## config.mk

```make
export PLATFORM = sky130hd
export DESIGN_NAME = pcpl_top
export DESIGN_NICKNAME = d
export VERILOG_FILES = /design/src/design/pcpl_pkg.sv /design/src/design/pcpl_sync2.sv /design/src/design/pcpl_port.sv /design/src/design/pcpl_top.sv
export VERILOG_INCLUDE_DIRS = /design/src /design/src/design
export SDC_FILE = /design/constraint.sdc
export NUM_CORES = 1
export LEC_CHECK = 0
export CAP_MARGIN = 20
export CORE_ASPECT_RATIO = 1.25
export CORE_MARGIN = 4
export CORE_UTILIZATION = 50
export DETAILED_ROUTE_END_ITERATION = 6
export DONT_BUFFER_PORTS = 1
export GPL_TIMING_DRIVEN = 0
export SYNTH_ARGS = -nofsm -noshare
export SYNTH_HDL_FRONTEND = slang
export SYNTH_SLANG_ARGS = --single-unit
```

## constraint.sdc

```tcl
create_clock -name clk -period 1.6 [get_ports clk]
set_input_delay 0.32 -clock clk [delete_from_list [all_inputs] [get_ports clk]]
set_output_delay 0.32 -clock clk [all_outputs]
set_load 0.02 [all_outputs]
```

## src/design/pcpl_defines.svh

```systemverilog
`ifndef PCPL_DEFINES_SVH
`define PCPL_DEFINES_SVH

// Register bus geometry
`define PCPL_ADDR_W        4
`define PCPL_DATA_W        8

// Register offsets
`define PCPL_OFS_SENSE     4'h0
`define PCPL_OFS_ENABLE    4'h1
`define PCPL_OFS_FLAGS     4'h2
`define PCPL_OFS_PCMASK_HI 4'h3
`define PCPL_OFS_PCMASK_LO 4'h4
`define PCPL_OFS_MCU_CTRL  4'h5
`define PCPL_OFS_P0_LATCH  4'h6
`define PCPL_OFS_P0_DIR    4'h7
`define PCPL_OFS_P0_PIN    4'h8
`define PCPL_OFS_P1_LATCH  4'h9
`define PCPL_OFS_P1_DIR    4'hA
`define PCPL_OFS_P1_PIN    4'hB

// Field positions
`define PCPL_SENSE_LO_BIT  0
`define PCPL_SENSE_HI_BIT  1
`define PCPL_EXT_BIT       0
`define PCPL_PC_LO_BIT     6
`define PCPL_PC_HI_BIT     7
`define PCPL_PUD_BIT       4

// Which pad doubles as the external interrupt pin
`define PCPL_EXT_PIN       8

// Reset values
`define PCPL_RST_BYTE      8'h00
`define PCPL_RST_SENSE     2'h0

`endif

```

## src/design/pcpl_pkg.sv

```systemverilog
`default_nettype none

package pcpl_pkg;

    typedef enum logic [1:0] {
        PCPL_SENSE_LOW  = 2'b00,
        PCPL_SENSE_ANY  = 2'b01,
        PCPL_SENSE_FALL = 2'b10,
        PCPL_SENSE_RISE = 2'b11
    } pcpl_sense_t;

endpackage : pcpl_pkg

`default_nettype wire

```

## src/design/pcpl_sync2.sv

```systemverilog
`default_nettype none

module pcpl_sync2 #(
    parameter int W = 16
) (
    input  wire logic         clk,
    input  wire logic         srst,
    input  wire logic [W-1:0] async_i,
    output logic      [W-1:0] sync_o
);

    logic [W-1:0] meta_q;

    // First stage feeds only the second stage
    always_ff @(posedge clk) begin
        if (srst) begin
            meta_q <= '0;
            sync_o <= '0;
        end else begin
            meta_q <= async_i;
            sync_o <= meta_q;
        end
    end

endmodule // pcpl_sync2

`default_nettype wire

```

## src/design/pcpl_port.sv

```systemverilog
`default_nettype none

module pcpl_port #(
    parameter int W = 8
) (
    input  wire logic         clk,
    input  wire logic         srst,
    input  wire logic         wr_latch,
    input  wire logic         wr_dir,
    input  wire logic         wr_toggle,
    input  wire logic [W-1:0] wr_data,
    input  wire logic         pull_dis,
    output logic      [W-1:0] latch_q,
    output logic      [W-1:0] dir_q,
    output logic      [W-1:0] pad_o,
    output logic      [W-1:0] pad_oe,
    output logic      [W-1:0] pull_en
);

    // Latch writes replace the whole byte; pin writes toggle only the bits written as one
    always_ff @(posedge clk) begin
        if (srst) begin
            latch_q <= '0;
        end else if (wr_latch) begin
            latch_q <= wr_data;
        end else if (wr_toggle) begin
            latch_q <= latch_q ^ wr_data;
        end
    end

    always_ff @(posedge clk) begin
        if (srst) begin
            dir_q <= '0;
        end else if (wr_dir) begin
            dir_q <= wr_data;
        end
    end

    // Reset gates the drivers directly so pads float even without a clock
    assign pad_o  = latch_q;
    assign pad_oe = dir_q & {W{~srst}};
    assign pull_en = ~dir_q & latch_q & {W{~pull_dis}} & {W{~srst}};

endmodule // pcpl_port

`default_nettype wire

```

## src/design/pcpl_top.sv

```systemverilog
`include "pcpl_defines.svh"
`default_nettype none

module pcpl_top (
    input  wire logic                    clk,
    input  wire logic                    srst,
    input  wire logic [`PCPL_ADDR_W-1:0] addr,
    input  wire logic [`PCPL_DATA_W-1:0] wr_data,
    input  wire logic                    wr_en,
    input  wire logic                    rd_en,
    output logic      [`PCPL_DATA_W-1:0] rd_data_q,
    input  wire logic                    global_irq_en,
    input  wire logic                    ack_ext,
    input  wire logic                    ack_pc_lo,
    input  wire logic                    ack_pc_hi,
    output logic                         irq_ext_q,
    output logic                         pc_vector_lo_q,
    output logic                         pc_vector_hi_q,
    output logic                         wake_req,
    input  wire logic [15:0]             pin_i,
    output logic      [15:0]             pin_o,
    output logic      [15:0]             pin_oe,
    output logic      [15:0]             pin_pullup
);

    logic [15:0]         pin_s;
    logic [15:0]         pin_prev_q;
    pcpl_pkg::pcpl_sense_t sense_q;
    logic                ext_irq_pin_enable_q;
    logic                pc_group_lo_enable_q;
    logic                pc_group_hi_enable_q;
    logic                ext_irq_flag_q;
    logic                ext_irq_flag_d;
    logic                pc_group_lo_flag_q;
    logic                pc_group_lo_flag_d;
    logic                pc_group_hi_flag_q;
    logic                pc_group_hi_flag_d;
    logic [7:0]          pc_pin_mask_hi_q;
    logic [7:0]          pc_pin_mask_lo_q;
    logic                pullup_disable_all_q;
    logic [7:0]          p0_latch;
    logic [7:0]          p0_dir;
    logic [7:0]          p1_latch;
    logic [7:0]          p1_dir;
    logic                ext_cur;
    logic                ext_prev;
    logic                ext_trig;
    logic                pc_lo_hit;
    logic                pc_hi_hit;
    logic                sense_low;
    logic                wr_flags;
    logic [7:0]          rd_mux;

    function automatic logic group_change(
        input logic [7:0] cur,
        input logic [7:0] prev,
        input logic [7:0] mask,
        input logic       en
    );
        group_change = en & (|((cur ^ prev) & mask));
    endfunction

    function automatic logic hit(input logic [`PCPL_ADDR_W-1:0] ofs);
        hit = (addr == ofs);
    endfunction

    // Pads are read through the synchroniser whatever the direction
    pcpl_sync2 #(
        .W (16)
    ) u_sync (
        .clk     (clk),
        .srst    (srst),
        .async_i (pin_i),
        .sync_o  (pin_s)
    );

    always_ff @(posedge clk) begin
        if (srst) begin
            pin_prev_q <= '0;
        end else begin
            pin_prev_q <= pin_s;
        end
    end

    // Register writes
    always_ff @(posedge clk) begin
        if (srst) begin
            sense_q <= pcpl_pkg::PCPL_SENSE_LOW;
        end else if (wr_en && hit(`PCPL_OFS_SENSE)) begin
            sense_q <= pcpl_pkg::pcpl_sense_t'(wr_data[`PCPL_SENSE_HI_BIT:`PCPL_SENSE_LO_BIT]);
        end
    end

    always_ff @(posedge clk) begin
        if (srst) begin
            ext_irq_pin_enable_q <= 1'b0;
            pc_group_lo_enable_q <= 1'b0;
            pc_group_hi_enable_q <= 1'b0;
        end else if (wr_en && hit(`PCPL_OFS_ENABLE)) begin
            ext_irq_pin_enable_q <= wr_data[`PCPL_EXT_BIT];
            pc_group_lo_enable_q <= wr_data[`PCPL_PC_LO_BIT];
            pc_group_hi_enable_q <= wr_data[`PCPL_PC_HI_BIT];
        end
    end

    always_ff @(posedge clk) begin
        if (srst) begin
            pc_pin_mask_hi_q <= `PCPL_RST_BYTE;
            pc_pin_mask_lo_q <= `PCPL_RST_BYTE;
        end else if (wr_en && hit(`PCPL_OFS_PCMASK_HI)) begin
            pc_pin_mask_hi_q <= wr_data;
        end else if (wr_en && hit(`PCPL_OFS_PCMASK_LO)) begin
            pc_pin_mask_lo_q <= wr_data;
        end
    end

    always_ff @(posedge clk) begin
        if (srst) begin
            pullup_disable_all_q <= 1'b0;
        end else if (wr_en && hit(`PCPL_OFS_MCU_CTRL)) begin
            pullup_disable_all_q <= wr_data[`PCPL_PUD_BIT];
        end
    end

    // Event detection on synchronised samples
    assign ext_cur   = pin_s[`PCPL_EXT_PIN];
    assign ext_prev  = pin_prev_q[`PCPL_EXT_PIN];
    assign sense_low = (sense_q == pcpl_pkg::PCPL_SENSE_LOW);

    always_comb begin
        unique case (sense_q)
            pcpl_pkg::PCPL_SENSE_LOW:  ext_trig = 1'b0;
            pcpl_pkg::PCPL_SENSE_ANY:  ext_trig = ext_cur ^ ext_prev;
            pcpl_pkg::PCPL_SENSE_FALL: ext_trig = ext_prev & ~ext_cur;
            pcpl_pkg::PCPL_SENSE_RISE: ext_trig = ~ext_prev & ext_cur;
        endcase
    end

    assign pc_lo_hit = group_change(pin_s[7:0], pin_prev_q[7:0], pc_pin_mask_lo_q,
                                    pc_group_lo_enable_q);
    assign pc_hi_hit = group_change(pin_s[15:8], pin_prev_q[15:8], pc_pin_mask_hi_q,
                                    pc_group_hi_enable_q);
    assign wr_flags  = wr_en && hit(`PCPL_OFS_FLAGS);

    // Flags: a new event outranks a clear in the same cycle
    always_comb begin
        ext_irq_flag_d = ext_irq_flag_q;
        if (sense_low) begin
            ext_irq_flag_d = 1'b0;
        end else if (ext_trig) begin
            ext_irq_flag_d = 1'b1;
        end else if (ack_ext || (wr_flags && wr_data[`PCPL_EXT_BIT])) begin
            ext_irq_flag_d = 1'b0;
        end
    end

    always_comb begin
        pc_group_lo_flag_d = pc_group_lo_flag_q;
        if (pc_lo_hit) begin
            pc_group_lo_flag_d = 1'b1;
        end else if (ack_pc_lo || (wr_flags && wr_data[`PCPL_PC_LO_BIT])) begin
            pc_group_lo_flag_d = 1'b0;
        end
    end

    always_comb begin
        pc_group_hi_flag_d = pc_group_hi_flag_q;
        if (pc_hi_hit) begin
            pc_group_hi_flag_d = 1'b1;
        end else if (ack_pc_hi || (wr_flags && wr_data[`PCPL_PC_HI_BIT])) begin
            pc_group_hi_flag_d = 1'b0;
        end
    end

    always_ff @(posedge clk) begin
        if (srst) begin
            ext_irq_flag_q     <= 1'b0;
            pc_group_lo_flag_q <= 1'b0;
            pc_group_hi_flag_q <= 1'b0;
        end else begin
            ext_irq_flag_q     <= ext_irq_flag_d;
            pc_group_lo_flag_q <= pc_group_lo_flag_d;
            pc_group_hi_flag_q <= pc_group_hi_flag_d;
        end
    end

    // Requests to the core, each on its own vector line
    always_ff @(posedge clk) begin
        if (srst) begin
            irq_ext_q      <= 1'b0;
            pc_vector_lo_q <= 1'b0;
            pc_vector_hi_q <= 1'b0;
        end else begin
            irq_ext_q      <= global_irq_en & ext_irq_pin_enable_q &
                              (sense_low ? ~ext_cur : ext_irq_flag_d);
            pc_vector_lo_q <= global_irq_en & pc_group_lo_enable_q & pc_group_lo_flag_d;
            pc_vector_hi_q <= global_irq_en & pc_group_hi_enable_q & pc_group_hi_flag_d;
        end
    end

    // Raw pads on purpose: this path must work while the clock is stopped
    assign wake_req = group_change(pin_i[7:0], pin_prev_q[7:0], pc_pin_mask_lo_q,
                                   pc_group_lo_enable_q) |
                      group_change(pin_i[15:8], pin_prev_q[15:8], pc_pin_mask_hi_q,
                                   pc_group_hi_enable_q) |
                      (sense_low & ext_irq_pin_enable_q & ~pin_i[`PCPL_EXT_PIN]);

    // Two ports of three locations each
    pcpl_port #(
        .W (8)
    ) u_port0 (
        .clk       (clk),
        .srst      (srst),
        .wr_latch  (wr_en && hit(`PCPL_OFS_P0_LATCH)),
        .wr_dir    (wr_en && hit(`PCPL_OFS_P0_DIR)),
        .wr_toggle (wr_en && hit(`PCPL_OFS_P0_PIN)),
        .wr_data   (wr_data),
        .pull_dis  (pullup_disable_all_q),
        .latch_q   (p0_latch),
        .dir_q     (p0_dir),
        .pad_o     (pin_o[7:0]),
        .pad_oe    (pin_oe[7:0]),
        .pull_en   (pin_pullup[7:0])
    );

    pcpl_port #(
        .W (8)
    ) u_port1 (
        .clk       (clk),
        .srst      (srst),
        .wr_latch  (wr_en && hit(`PCPL_OFS_P1_LATCH)),
        .wr_dir    (wr_en && hit(`PCPL_OFS_P1_DIR)),
        .wr_toggle (wr_en && hit(`PCPL_OFS_P1_PIN)),
        .wr_data   (wr_data),
        .pull_dis  (pullup_disable_all_q),
        .latch_q   (p1_latch),
        .dir_q     (p1_dir),
        .pad_o     (pin_o[15:8]),
        .pad_oe    (pin_oe[15:8]),
        .pull_en   (pin_pullup[15:8])
    );

    // Read path; unmapped offsets read zero
    always_comb begin
        rd_mux = 8'h00;
        unique case (addr)
            `PCPL_OFS_SENSE:     rd_mux = {6'h00, sense_q};
            `PCPL_OFS_ENABLE:    rd_mux = {pc_group_hi_enable_q, pc_group_lo_enable_q,
                                           5'h00, ext_irq_pin_enable_q};
            `PCPL_OFS_FLAGS:     rd_mux = {pc_group_hi_flag_q, pc_group_lo_flag_q,
                                           5'h00, ext_irq_flag_q};
            `PCPL_OFS_PCMASK_HI: rd_mux = pc_pin_mask_hi_q;
            `PCPL_OFS_PCMASK_LO: rd_mux = pc_pin_mask_lo_q;
            `PCPL_OFS_MCU_CTRL:  rd_mux = {3'h0, pullup_disable_all_q, 4'h0};
            `PCPL_OFS_P0_LATCH:  rd_mux = p0_latch;
            `PCPL_OFS_P0_DIR:    rd_mux = p0_dir;
            `PCPL_OFS_P0_PIN:    rd_mux = pin_s[7:0];
            `PCPL_OFS_P1_LATCH:  rd_mux = p1_latch;
            `PCPL_OFS_P1_DIR:    rd_mux = p1_dir;
            `PCPL_OFS_P1_PIN:    rd_mux = pin_s[15:8];
            default:             rd_mux = 8'h00;
        endcase
    end

    always_ff @(posedge clk) begin
        if (srst) begin
            rd_data_q <= 8'h00;
        end else begin
            rd_data_q <= rd_en ? rd_mux : 8'h00;
        end
    end
endmodule // pcpl_top

`default_nettype wire

```

# Word level (Yosys, flattened, before mapping)
# Cells that the tools add are included.
# Widths: inputs -> output; s select.
# totals
reg_bits	116
input_bits	36
# op_classes
n_eq_ne	14
n_bitwise	44
n_mux	14
n_reduce_logical	28
# ops
op	n
$and 8x8->8	12
$pmux 8 s12	1
$xor 8x8->8	6
$mux 8	4
$reduce_or 8->1	4
$eq 4x3->1 const B	4
$eq 4x4->1 const B	4
$not 8->8	2
$logic_and 1x1->1	15
$and 1x1->1	14
$eq 4x2->1 const B	2
$mux 1	8
$not 1->1	7
$eq 2x2->1 const B	2
$eq 4x1->1 const B	1
$logic_not 4->1	1
$pmux 1 s4	1
$reduce_bool 2->1	2
$logic_or 1x1->1	3
$eq 2x1->1 const B	1
$logic_not 2->1	1
$or 1x1->1	2
$reduce_and 2->1	1
$reduce_or 2->1	1
$xor 1x1->1	1

# Depth between registers and ports, before layout
# Gate-level depths: netlist of the first run.
# depth
depth_word	9
mapped_depth	7
mapped_depth_nobuf	7

# Cells and area by module
# From an unflattened synthesis of the first run, not the netlist that was laid out.
# hier_totals
hier_cells	619
hier_area_um2	5766.8
# by_module_without_submodules
mod	area_each_um2	seq_area_each_um2	cells_per_inst	n_inst
pcpl_top	3091.7	1041.0	346	1
pcpl_port	905.9	320.3	103	2
pcpl_sync2	863.3	640.6	67	1

# Worst setup path before layout of the first run
# Ideal clock, no wire load.
# synth_path
path_type	in2out
from	input port srst
to	output port pin_pullup[10]
n_path_buf	3
arrival_ns	1.644
slack_ns	-0.364
stages	5
required_time_ns	1.280
cell_sequence	clkbuf_1 -> or2_2 -> clkbuf_1 -> clkbuf_1 -> nor3b_1
# synth_between
elab_chain_cells	2
# synth_lines
element	line	rtl
from (decl)	pcpl_top.sv:6	input wire logic srst,
$not 1->1	pcpl_port.sv:42	assign pull_en = ~dir_q & latch_q & {W{~pull_dis}} & {W{~srst}};
$and 8x8->8	pcpl_port.sv:42	
to (decl)	pcpl_top.sv:23	output logic [15:0] pin_pullup
# Every way passes these cells.

# Worst setup path in the final report of the first run
# layout_path
from	register pin_prev_q[8]
to	output port wake_req
# layout_between
elab_chain_cells	6
# layout_lines
element	line	rtl
from (decl)	pcpl_top.sv:27	logic [15:0] pin_prev_q;
from (signal assigned)	pcpl_top.sv:81	pin_prev_q <= pin_s;
$xor 8x8->8	pcpl_top.sv:60	group_change = en & (|((cur ^ prev) & mask));
$and 8x8->8	pcpl_top.sv:60	
$reduce_or 8->1	pcpl_top.sv:60	
$and 1x1->1	pcpl_top.sv:60	
$or 1x1->1	pcpl_top.sv:203	pc_group_lo_enable_q) |
$or 1x1->1	pcpl_top.sv:202	assign wake_req = group_change(pin_i[7:0], pin_prev_q[7:0], pc_pin_mask_lo_q,
to (decl)	pcpl_top.sv:19	output logic wake_req,
# Every way passes these cells.

==> results.md, run 1 <==
- # setup viols final: 17
- Crit Path Max Fanout: 3
- Hold Slack: approximately 24 ps
- Worst Setup EP: wake_req
- Crit Reg-Reg Endpoint: rd_data_q[0]
- DR iter-0 viols: between 300 and 400
- Slew Viols, Final: 0
- Die area: about 13,000 um^2
- Largest net degree at the start of global routing: 17
- Kind of critical path: register to output pin
- RSZ-0062 raised after global routing: yes
- Dominant synthesized flop cell: dfxtp_1
- Met2 capacity usage during global routing: between 40% and 50%
- Sequential cell area: roughly 2300 um^2
- GRT Resource Usage Total: slightly below 30%
- Post-route ant nets: 0
- Largest area contributor in the synthesized netlist: dfxtp_1
- Combinational Power Share: 6.9%
- GR Overflow Total: 0
- Synth cell types: 47
- WL final: 17.9 mm
- WL per Instance: roughly 23 um
- FFs w/ async S/R, synth: 0%
- Worst-path clk slew: approximately 60 ps
- Clock Sinks: around 120
- Setup WS post-layout: -389 ps
- Cts hold-fix bufs: 0
- Cell count after synthesis: around 600
- Vias in the first global route: approximately 4.3k
- Register area share after synthesis: 43.1%
- WP data required: approximately 1300 ps
- Hold depth: 1
- Area of the multi-input gates: about 3100 um^2
- Area Growth Syn to Fin: 21.7%
- Failing checks: negative setup slack
- Crit-path max cell delay: roughly 340 ps
- Ys Warns: 0
- Clock buffer depth: 2
- Critical Path Source: pin_prev_q[8]
- Vias: about 4.6k
- # nets final: around 660
- Post-Syn Area: roughly 5400 um^2
- Die H: around 120 um
- Switching Share: 24.1%
- Routability cong.: 0.945
- Clk_lat worst skew: ~420 ps
- Number of diodes: 0
- Met3 GRT Util: 5.88%
- Via density: just under 6
- Worst Skew: 5.08 ps
- Worst slew pin tran: around 710 ps
- # fillers: 914
- Leakage: roughly 2.5 nW
- Worst min-delay path class: input pin to register
- Worst setup EP type: output pin
- Post-synth EDFFs: 0
- Reg-to-Reg Start: u_port1.latch_q[0]
- CP max stage cell: dfxtp_2
- Critical Path AT: 1670 ps
- Initial core utilization: between 50% and 60%
- Final period utilization: 124%
- CP Cell Sequence: xor2_2 -> a22oi_1 -> nand4_1 -> a22oi_2 -> nand2_2
- Die width: ~100 um
- Post-DP HPWL: approximately 13 mm
- R2R Setup Slk: roughly 80 ps
- NetSw: between 0.0015 and 0.002 W
- Worst vdd ir: around 0.00076 V
- Largest cells by area after synthesis: dfxtp_1 (43%), nor2b_1 (10%), mux2i_1 (7.1%)
- Most used routing layer: met2
- IO Count: 96
- Sequential power share: between 30% and 40%
- Antenna violations before repair: 0
- P_int: approximately 0.0059 W
- Max_cap viols: 0
- Met1 Usage GRT: between 30 and 40%
- First-pass GRT wire length: ~27 mm
- PD cells: roughly 1200 nW/um^2
- Syn Area/Cell: 9.05 um^2
- Row count: 42
- Status: finished, violations left
- Synth Register Bits: approximately 120
- Tot Pwr: approximately 0.0077 W
- Placeable Area: between 10,000 and 15,000 um^2
- First-pass detailed-route iteration total: 6
- Cell depth of the worst flop-to-flop path: 5
- Relative slew slack: 52.9%
- Worst setup SP type: register
- Depth of the CTS H-tree: 4
- Clock share of power: 53.7%
- Fmax: between 500 and 600 MHz
- TritonCTS clock tree: yes
- Layout cell share with drive strength beyond 1: 19.0%
- Remaining DRCs: 0
- Post-synth top area share: about 43%
- Syn nets: ~630
- Final hold violation count: 0
- CTS Root Cell: clkbuf_16
- Crit path time final: about 2000 ps
- I/O Buffers: 0
- Cts bufs inserted: 17
[power by group through the flow]
| stage | sequential (W) | combinational (W) | clock (W) |
|---|---|---|---|
| after floorplan | 0.00308 | 0.000375 | 0 |
| after global placement | 0.00311 | 0.000493 | 0 |
| after detailed placement | 0.00311 | 0.000499 | 0 |
| after CTS | 0.00305 | 0.000521 | 0.00418 |
| after global routing | 0.00306 | 0.000574 | 0.00432 |
| final | 0.00305 | 0.000535 | 0.00416 |
[how the worst min path moves through the flow]
stage                            startpoint                end  slack [ps]
after CTS                          pin_i[3]   u_sync.meta_q[3]          20
final                              pin_i[3]   u_sync.meta_q[3]          20
after global placement    u_sync.meta_q[15]  u_sync.sync_o[15]         420
after global routing               pin_i[8]   u_sync.meta_q[8]          30
after detailed placement   u_sync.meta_q[2]   u_sync.sync_o[2]         420
after floorplan            u_sync.meta_q[0]   u_sync.sync_o[0]         410
[cell usage after synthesis, types with 3 or more instances]
| cell type | number |
|---|---|
| a21oi_1 | 42 |
| a22o_1 | 5 |
| a22oi_1 | 23 |
| a31oi_1 | 3 |
| buf_2 | 9 |
| buf_4 | 4 |
| clkbuf_1 | 22 |
| dfxtp_1 | 116 |
| inv_1 | 6 |
| mux2_2 | 7 |
| mux2i_1 | 38 |
| nand2_1 | 51 |
| nand2b_1 | 4 |
| nand3_1 | 15 |
| nand3_2 | 3 |
| nand3b_1 | 4 |
| nand4_1 | 4 |
| nor2_1 | 41 |
| nor2b_1 | 87 |
| nor3b_1 | 17 |
| o21ai_0 | 23 |
| xor2_1 | 39 |
[placed cells by master, fill, tap and decap left out, types with 18 or more instances in the layout]
cell	synthesis	final
clkbuf_16	0	18
nand2_1	51	50
xor2_1	39	38
a21oi_1	42	41
a22oi_1	23	21
nor2_1	41	41
dfxtp_1	116	108
nor2b_1	87	75
mux2i_1	38	38
clkbuf_1	22	18
o21ai_0	23	23
[sequential cells by signal, summed over array words and instances, names as in the netlist, 8 cells and up]
name              flops
pc_pin_mask_hi_q      8
u_port1.latch_q       8
u_sync.meta_q        16
u_port1.dir_q         8
u_port0.dir_q         8
rd_data_q             8
u_sync.sync_o        16
u_port0.latch_q       8
pc_pin_mask_lo_q      8
pin_prev_q           16
[metrics by stage]
step	worst slack, ps	util [%]	cell area (um^2)	std cells	TNS (ps)
global route	-446	62.1	6560	765	-4170
global placement	-319	54.1	5710	728	-9680
floorplan	-61.9	-	5550	596	-392
detailed placement	-297	54.1	5710	728	-10110
CTS	-397	61.5	6490	764	-3890
finish	-389	62.1	6560	765	-3670
[metal layers]
layer / wire (um) / up-vias
met3: 1220 / 41
met2: 8810 / 205
li1: - / 2100
met5: 0 / -
met4: 651 / 0
met1: 7200 / 2215
[worst max-delay path, delay by kind of cell, from the launching register on]
kind             cells  cell delay, ps
flip-flops           1             340
AND/OR/NAND/NOR      2             330
XOR/XNOR             1             170
AO/OA/AOI/OAI        2             410
[timing repair]
| item | CTS | global route |
|---|---|---|
| buffers inserted | 4 | 1 |
| setup endpoints to repair | 23 | 29 |
| pin swaps | 14 | 7 |
| cloned | 1 | 0 |
| gates resized for setup | 28 | 21 |
[final cells by class]
type / instances / share of cell area, %
Clock buffer: 19 / 6.90
Inverter: 6 / 0.343
Buffer: 37 / 3.24
Multi-Input combinational cell: 436 / 47.5
Sequential cell: 116 / 35.6
Tap cell: 132 / 2.52
Clock inverter: 13 / 2.95
Timing Repair Buffer: 6 / 0.991
[cell families (layout without fill, tap and decap cells)]
kind of cell	after synthesis	in the layout	synth area share, %
xor gates and xnor gates	39	39	6.34
and+or+nand+nor	239	239	24.3
buffers and inverters	44	81	3.83
muxes	47	47	9.35
AOI/OAI and AO/OA	109	109	12.6
adders and majority gates	2	2	0.464
DFF	116	116	43.1
(Power assumes the default switching activity.)
==> run 2, diff against run 1 <==
--- a/config.mk
+++ b/config.mk
@@ -7,12 +7,16 @@
 export NUM_CORES = 1
 export LEC_CHECK = 0
 export CAP_MARGIN = 20
+export CELL_PAD_IN_SITES_DETAIL_PLACEMENT = 2
+export CELL_PAD_IN_SITES_GLOBAL_PLACEMENT = 2
 export CORE_ASPECT_RATIO = 1.25
 export CORE_MARGIN = 4
-export CORE_UTILIZATION = 50
+export CORE_UTILIZATION = 40
+export CTS_BUF_LIST = sky130_fd_sc_hd__clkbuf_2
 export DETAILED_ROUTE_END_ITERATION = 6
 export DONT_BUFFER_PORTS = 1
 export GPL_TIMING_DRIVEN = 0
+export PLACE_DENSITY_LB_ADDON = 0.1
 export SYNTH_ARGS = -nofsm -noshare
 export SYNTH_HDL_FRONTEND = slang
 export SYNTH_SLANG_ARGS = --single-unit
==> run 2 against run 1 <==
Effect of this change:
- the run ends with design-rule violations, negative setup slack left
- highest routed layer unchanged
- combinational power rose by 25%
- die area grew 23%
- wire length up 31%
- design area up 3.9%
- non-clock buffer count up 41
- sequential power hardly changed
- maximum frequency is 18% lower
- first-iteration DRC count decreased by 8.5%
- sequential share of layout area up 0.37 points
==> results.md, run 2 (synthesized netlist as in run 1, its figures left out) <==
- Reg-to-Reg Start: u_sync.sync_o[8]
- Worst vdd ir: 0.000524 V
- WL final: between 20 and 25 mm
- Final period utilization: 152%
- # nets final: between 600 and 700
- Post-DP HPWL: ~16 mm
- Antenna violations before repair: 2
- Area Growth Syn to Fin: 26.4%
- Clock Sinks: approximately 120
- Depth of the CTS H-tree: 4
- Placeable Area: approximately 13,000 um^2
- Most frequent cells in the layout: dfxtp_1 (72), nor2b_1 (71), nand2_1 (50), nor2_1 (41), a21oi_1 (41)
- Crit path buffers/inverters: 0
- Final Cell Area: ~6800 um^2
- WL per Instance: about 28 um
- TritonCTS clock tree: yes
- GRT Resource Usage Total: ~30%
- Crit-path max cell delay: 380 ps
- Critical Path AT: 2110 ps
- RSZ-0062 raised after global routing: yes
- Via density: ~5.7
- PD cells: roughly 860 nW/um^2
- Worst setup SP type: register
- Crit path time final: roughly 2400 ps
- Final hold violation count: 0
- R2R Setup Slk: -140 ps
- Worst min-delay path class: input pin to register
- Status: finished, violations left
- Cell depth of the worst flop-to-flop path: 7
- Hold Slack: between 20 and 25 ps
- # fillers: 1,380
- Largest net degree at the start of global routing: 17
- Place WS: -259 ps
- Kind of critical path: register to output pin
- Vias in the first global route: about 5.4k
- First-pass GRT wire length: roughly 35 mm
- First-pass detailed-route iteration total: 7
- Cts bufs inserted: 17
- Leakage: about 2.6 nW
- Tot Pwr: about 0.006 W
- GR Overflow Total: 0
- CP Cell Sequence: xor2_2 -> a22oi_2 -> nand4_1 -> a22oi_2 -> nand2_2
- Worst-path clk slew: approximately 190 ps
- Worst slew pin tran: between 800 and 900 ps
- Failing checks: design-rule violations, negative setup slack
- Die area: about 15,000 um^2
- I/O Buffers: 0
- Sequential cell area: roughly 2400 um^2
- CP max stage cell: dfxtp_2
- IO Count: 96
- Worst path most repeated cell: a22oi_2
- Clk_lat worst skew: 750 ps
- Fmax: 411 MHz
- Routability cong.: just over 0.9
- Row count: 47
- Hold Path Sink: sense_q[1]
- Top Registers: pin_prev_q: 16 flops, u_sync.meta_q: 16 flops, u_sync.sync_o: 16 flops
- Hold path startpoint: addr[3]
- Vias: just under 5k
- Commonest non-fill, non-tap cell in the layout: dfxtp_1
- Worst Skew: roughly 25 ps
- # setup viols final: 35
- Area of the multi-input gates: roughly 3200 um^2
- Area of placed instances: 5760 um^2
- Hold depth: 4
- Worst setup EP type: output pin
- Remaining DRCs: 2
- Crit Reg-Reg Endpoint: pc_vector_hi_q
- Layout cell share with drive strength beyond 1: 25.8%
- Cell family with most CP delay: compound AO/OA/AOI/OAI gates
- Die width: 112 um
- WP data required: around 1300 ps
- CTS Root Cell: clkbuf_2
- Slew Viols, Final: 0
- Die H: about 140 um
- Max_cap viols: 0
- Setup WS post-layout: -831 ps
- Initial core utilization: around two fifths
- Crit Path Max Fanout: 2
- Post-route ant nets: 0
- Relative slew slack: 43.5%
- DR iter-0 viols: 280
- Clock buffer depth: 2
[run 2: per-layer routing]
layer | track usage [%] | wire, um | vias to the layer above
met5 | 0 | 0 | -
met4 | 15.1 | 792 | 0
met3 | 6.41 | 1140 | 52
met2 | 56.8 | 12500 | 169
met1 | 33.3 | 8910 | 2468
li1 | - | - | 2181
[run 2: how the worst max path moves through the flow]
stage	from	endpoint	slack, ps	cells past startpoint
final	pin_prev_q[3]	wake_req	-830	5
after global routing	pin_prev_q[7]	wake_req	-930	5
after CTS	pin_prev_q[3]	wake_req	-840	5
after detailed placement	wr_en	irq_ext_q	-260	6
after global placement	wr_en	irq_ext_q	-210	6
after floorplan	srst	pin_pullup[0]	-60	4
[run 2: timing repair]
item                                   CTS  global route
setup endpoints to repair               53            56
resized for setup                      110            22
hold buffers                            25             1
cloned                                   1             0
setup buffers                           18             2
endpoints found under the hold margin   53             1
pin swaps                               11             3
[run 2: per-stage QoR]
step / utilization, % / std cells / setup TNS, ps
after detailed placement: 43.5 / 767 / -12920
final: 51.5 / 847 / -12000
after global routing: 51.5 / 847 / -14820
after global placement: 43.5 / 767 / -10490
after CTS: 50.9 / 842 / -11930
after floorplan: - / 596 / -392
[run 2: tightest hold or removal path, cell delays in order]
cell and delay [ps]:
buf_4 190, nor3b_4 100, nand3_1 90, a21oi_1 60
[run 2: layout make-up]
class | count | share of cell area, %
sequential | 116 | 35.9
tap | 171 | 3.14
timing repair buffer | 47 | 6.35
inverter | 6 | 0.330
buffer | 37 | 3.12
clock inverter | 15 | 2.64
multi-input combinational | 436 | 47.2
clock buffer | 17 | 1.25
antenna | 2 | 0.0734
[run 2: power breakdown]
part	internal [W]	switching (W)	leakage, nW
sequential	0.00293	0.0000952	0.974
clock	0.000882	0.00130	0.152
combinational	0.000256	0.000413	1.46
==> run 3, diff against run 2 <==
--- a/config.mk
+++ b/config.mk
@@ -17,6 +17,7 @@
 export DONT_BUFFER_PORTS = 1
 export GPL_TIMING_DRIVEN = 0
 export PLACE_DENSITY_LB_ADDON = 0.1
+export REMOVE_ABC_BUFFERS = 1
 export SYNTH_ARGS = -nofsm -noshare
 export SYNTH_HDL_FRONTEND = slang
 export SYNTH_SLANG_ARGS = --single-unit
==> run 3 against run 2 <==
Effect of this change:
- the run ends with negative setup slack left
- register-to-register slack improved by 110 ps
- sequential share of layout area fell by 1.7 points
- flip-flop and latch count did not move
- die area did not move
- non-clock buffer count rose by 16
- global-route usage fell by 0.82 points
- clock skew rose by 13 ps
- setup slack improved by 55 ps
- maximum frequency rose by 2.3%
==> results.md, run 3 (synthesized netlist as in run 1, its figures left out) <==
- Cts bufs inserted: 17
- Final hold violation count: 0
- Area Growth Syn to Fin: 32.2%
- First-pass GRT wire length: around 34 mm
- # fillers: 1,327
- Via density: roughly 5.9
- Die area: between 15,000 and 20,000 um^2
- Cell family with most CP delay: compound AO/OA/AOI/OAI gates
- Worst setup SP type: register
- Setup TNS: -9830 ps
- Antenna violations before repair: 2
- Area of placed instances: between 5000 and 6000 um^2
- Crit-path max cell delay: about 370 ps
- P_int: 0.00389 W
- Status: finished, violations left
- Vias: between 5k and 6k
- Place WS: -626 ps
- Placeable Area: around 13,000 um^2
- Critical Path AT: ~2100 ps
- I/O Buffers: 0
- Largest net degree at the start of global routing: 85
- Clk_lat worst skew: approximately 740 ps
- NetSw: around 0.0017 W
- Worst vdd ir: 0.000519 V
- Most frequent cells in the layout: dfxtp_1 (71), nor2b_1 (69), dlygate4sd3_1 (61), nand2_1 (50), nor2_1 (40)
- Clock Sinks: roughly 120
- Most used routing layer: met2
- Vias in the first global route: approximately 5.5k
- Worst setup EP type: output pin
- Switching Share: approximately 30%
- Layout cell share with drive strength beyond 1: about 26%
- Worst path most repeated cell: a22oi_2
- Post-DP HPWL: 12.2 mm
- CP Cell Sequence: xor2_1 -> a22oi_2 -> nand4_1 -> a22oi_2 -> nand2_2
- Fmax: between 400 and 500 MHz
- Commonest non-fill, non-tap cell in the layout: dfxtp_1
- # setup viols final: 36
- IO Count: between 90 and 100
- Met3 GRT Util: between 7 and 8%
- CP max stage cell: dfxtp_2
- Worst-path clk slew: between 150 and 200 ps
- CTS Root Cell: clkbuf_2
- Die H: between 100 and 150 um
- Leakage: about 2.8 nW
- Top Registers: pin_prev_q: 16 flops, u_sync.meta_q: 16 flops, u_sync.sync_o: 16 flops
- Row count: 47
- Initial core utilization: 40.7%
- Met2 capacity usage during global routing: about 53%
- Crit path buffers/inverters: 0
- GRT Resource Usage Total: approximately 30%
- Combinational Power Share: between 10% and 20%
- WP data required: 1280 ps
- TritonCTS clock tree: yes
- Clock buffer depth: 2
- Post-route ant nets: 0
- Worst Skew: around 38 ps
- Setup WS post-layout: -776 ps
- Slew Viols, Final: 0
- Final period utilization: 149%
- WL per Instance: 27.9 um
- Final Cell Area: 7130 um^2
- Sequential power share: 54.6%
- Failing checks: negative setup slack
- Tot Pwr: ~0.0055 W
- Die width: around 110 um
- Remaining DRCs: 0
- RSZ-0062 raised after global routing: yes
- Kind of critical path: register to output pin
- Relative slew slack: between 40% and 50%
- PD cells: 778 nW/um^2
- Routability cong.: approximately 0.78
- Worst slew pin tran: 880 ps
- Worst min-delay path class: input pin to register
- Clock share of power: around a third
- First-pass detailed-route iteration total: 5
- DR iter-0 viols: ~330
- WL final: 24.0 mm
- Met1 Usage GRT: about a third
- Depth of the CTS H-tree: 4
- GR Overflow Total: 0
- Crit path time final: around 2400 ps
- Crit Path Max Fanout: 2
- Max_cap viols: 0
- # nets final: just over 700
[run 3: changes by cell type in the layout (fill, tap and decap cells not counted), moves of 4 or more]
cell           before  now
clkbuf_1           18    0
clkinv_1            1    5
dfxtp_4            29   24
dfxtp_2            15   21
clkinv_4            5    1
dlygate4sd3_1      26   61
buf_2               9    0
buf_4              22   32
[run 3: layout make-up]
| class | count | area [um^2] | share of cell area (%) |
|---|---|---|---|
| multi-input combinational | 437 | 3300 | 46.3 |
| clock inverter | 14 | 120 | 1.69 |
| timing repair buffer | 100 | 937 | 13.2 |
| sequential | 116 | 2440 | 34.2 |
| tap | 171 | 214 | 3.00 |
| clock buffer | 17 | 85.1 | 1.19 |
| antenna | 2 | 5.00 | 0.0702 |
| inverter | 6 | 25.0 | 0.351 |
[run 3: path summary, 6_finish.rpt]
kind                    start          endpoint  slack [ps]  cells after the start
max            pin_prev_q[10]          wake_req        -780                      5
min                   addr[1]      rd_data_q[2]          10                      4
max reg2reg  u_sync.sync_o[4]    pc_vector_lo_q         -30                      5
min reg2reg  u_sync.meta_q[8]  u_sync.sync_o[8]         460                      1
[run 3: timing repair]
action,4_1_cts,5_1_grt
hold buffers,66,1
endpoints found under the setup margin,53,94
pin swaps,12,16
gates cloned,1,0
endpoints found under the hold margin,116,4
resized for setup,129,44
setup buffers,16,17
[run 3: layer usage]
metal  vias up  routed length (um)
met5         -                   0
met4         0                1210
met3        75                1330
met2       221               12300
met1      2573                9170
li1       2215                   -
[run 3: worst register-to-register path: cells and delay by family (launching register included)]
family / cells / cell delay, ps
flip-flops: 1 / 410
AO/OA/AOI/OAI: 2 / 640
AND/OR/NAND/NOR: 2 / 300
XOR/XNOR: 1 / 190
[run 3: stage by stage]
stage	utilization (%)	hold slack [ps]	std cells
global route	53.9	1.71	863
finish	53.9	11.9	863
CTS	51.9	1.55	843
global placement	41.0	404	729
detailed placement	41.0	405	729
floorplan	-	389	558
[run 3: power by group through the flow]
stage               Combinational, W  Sequential, W  Clock (W)
detailed placement          0.000325        0.00311          0
floorplan                   0.000245        0.00308          0
CTS                         0.000575        0.00303    0.00187
global placement            0.000311        0.00310          0
global route                0.000684        0.00304    0.00203
finish                      0.000646        0.00303    0.00187
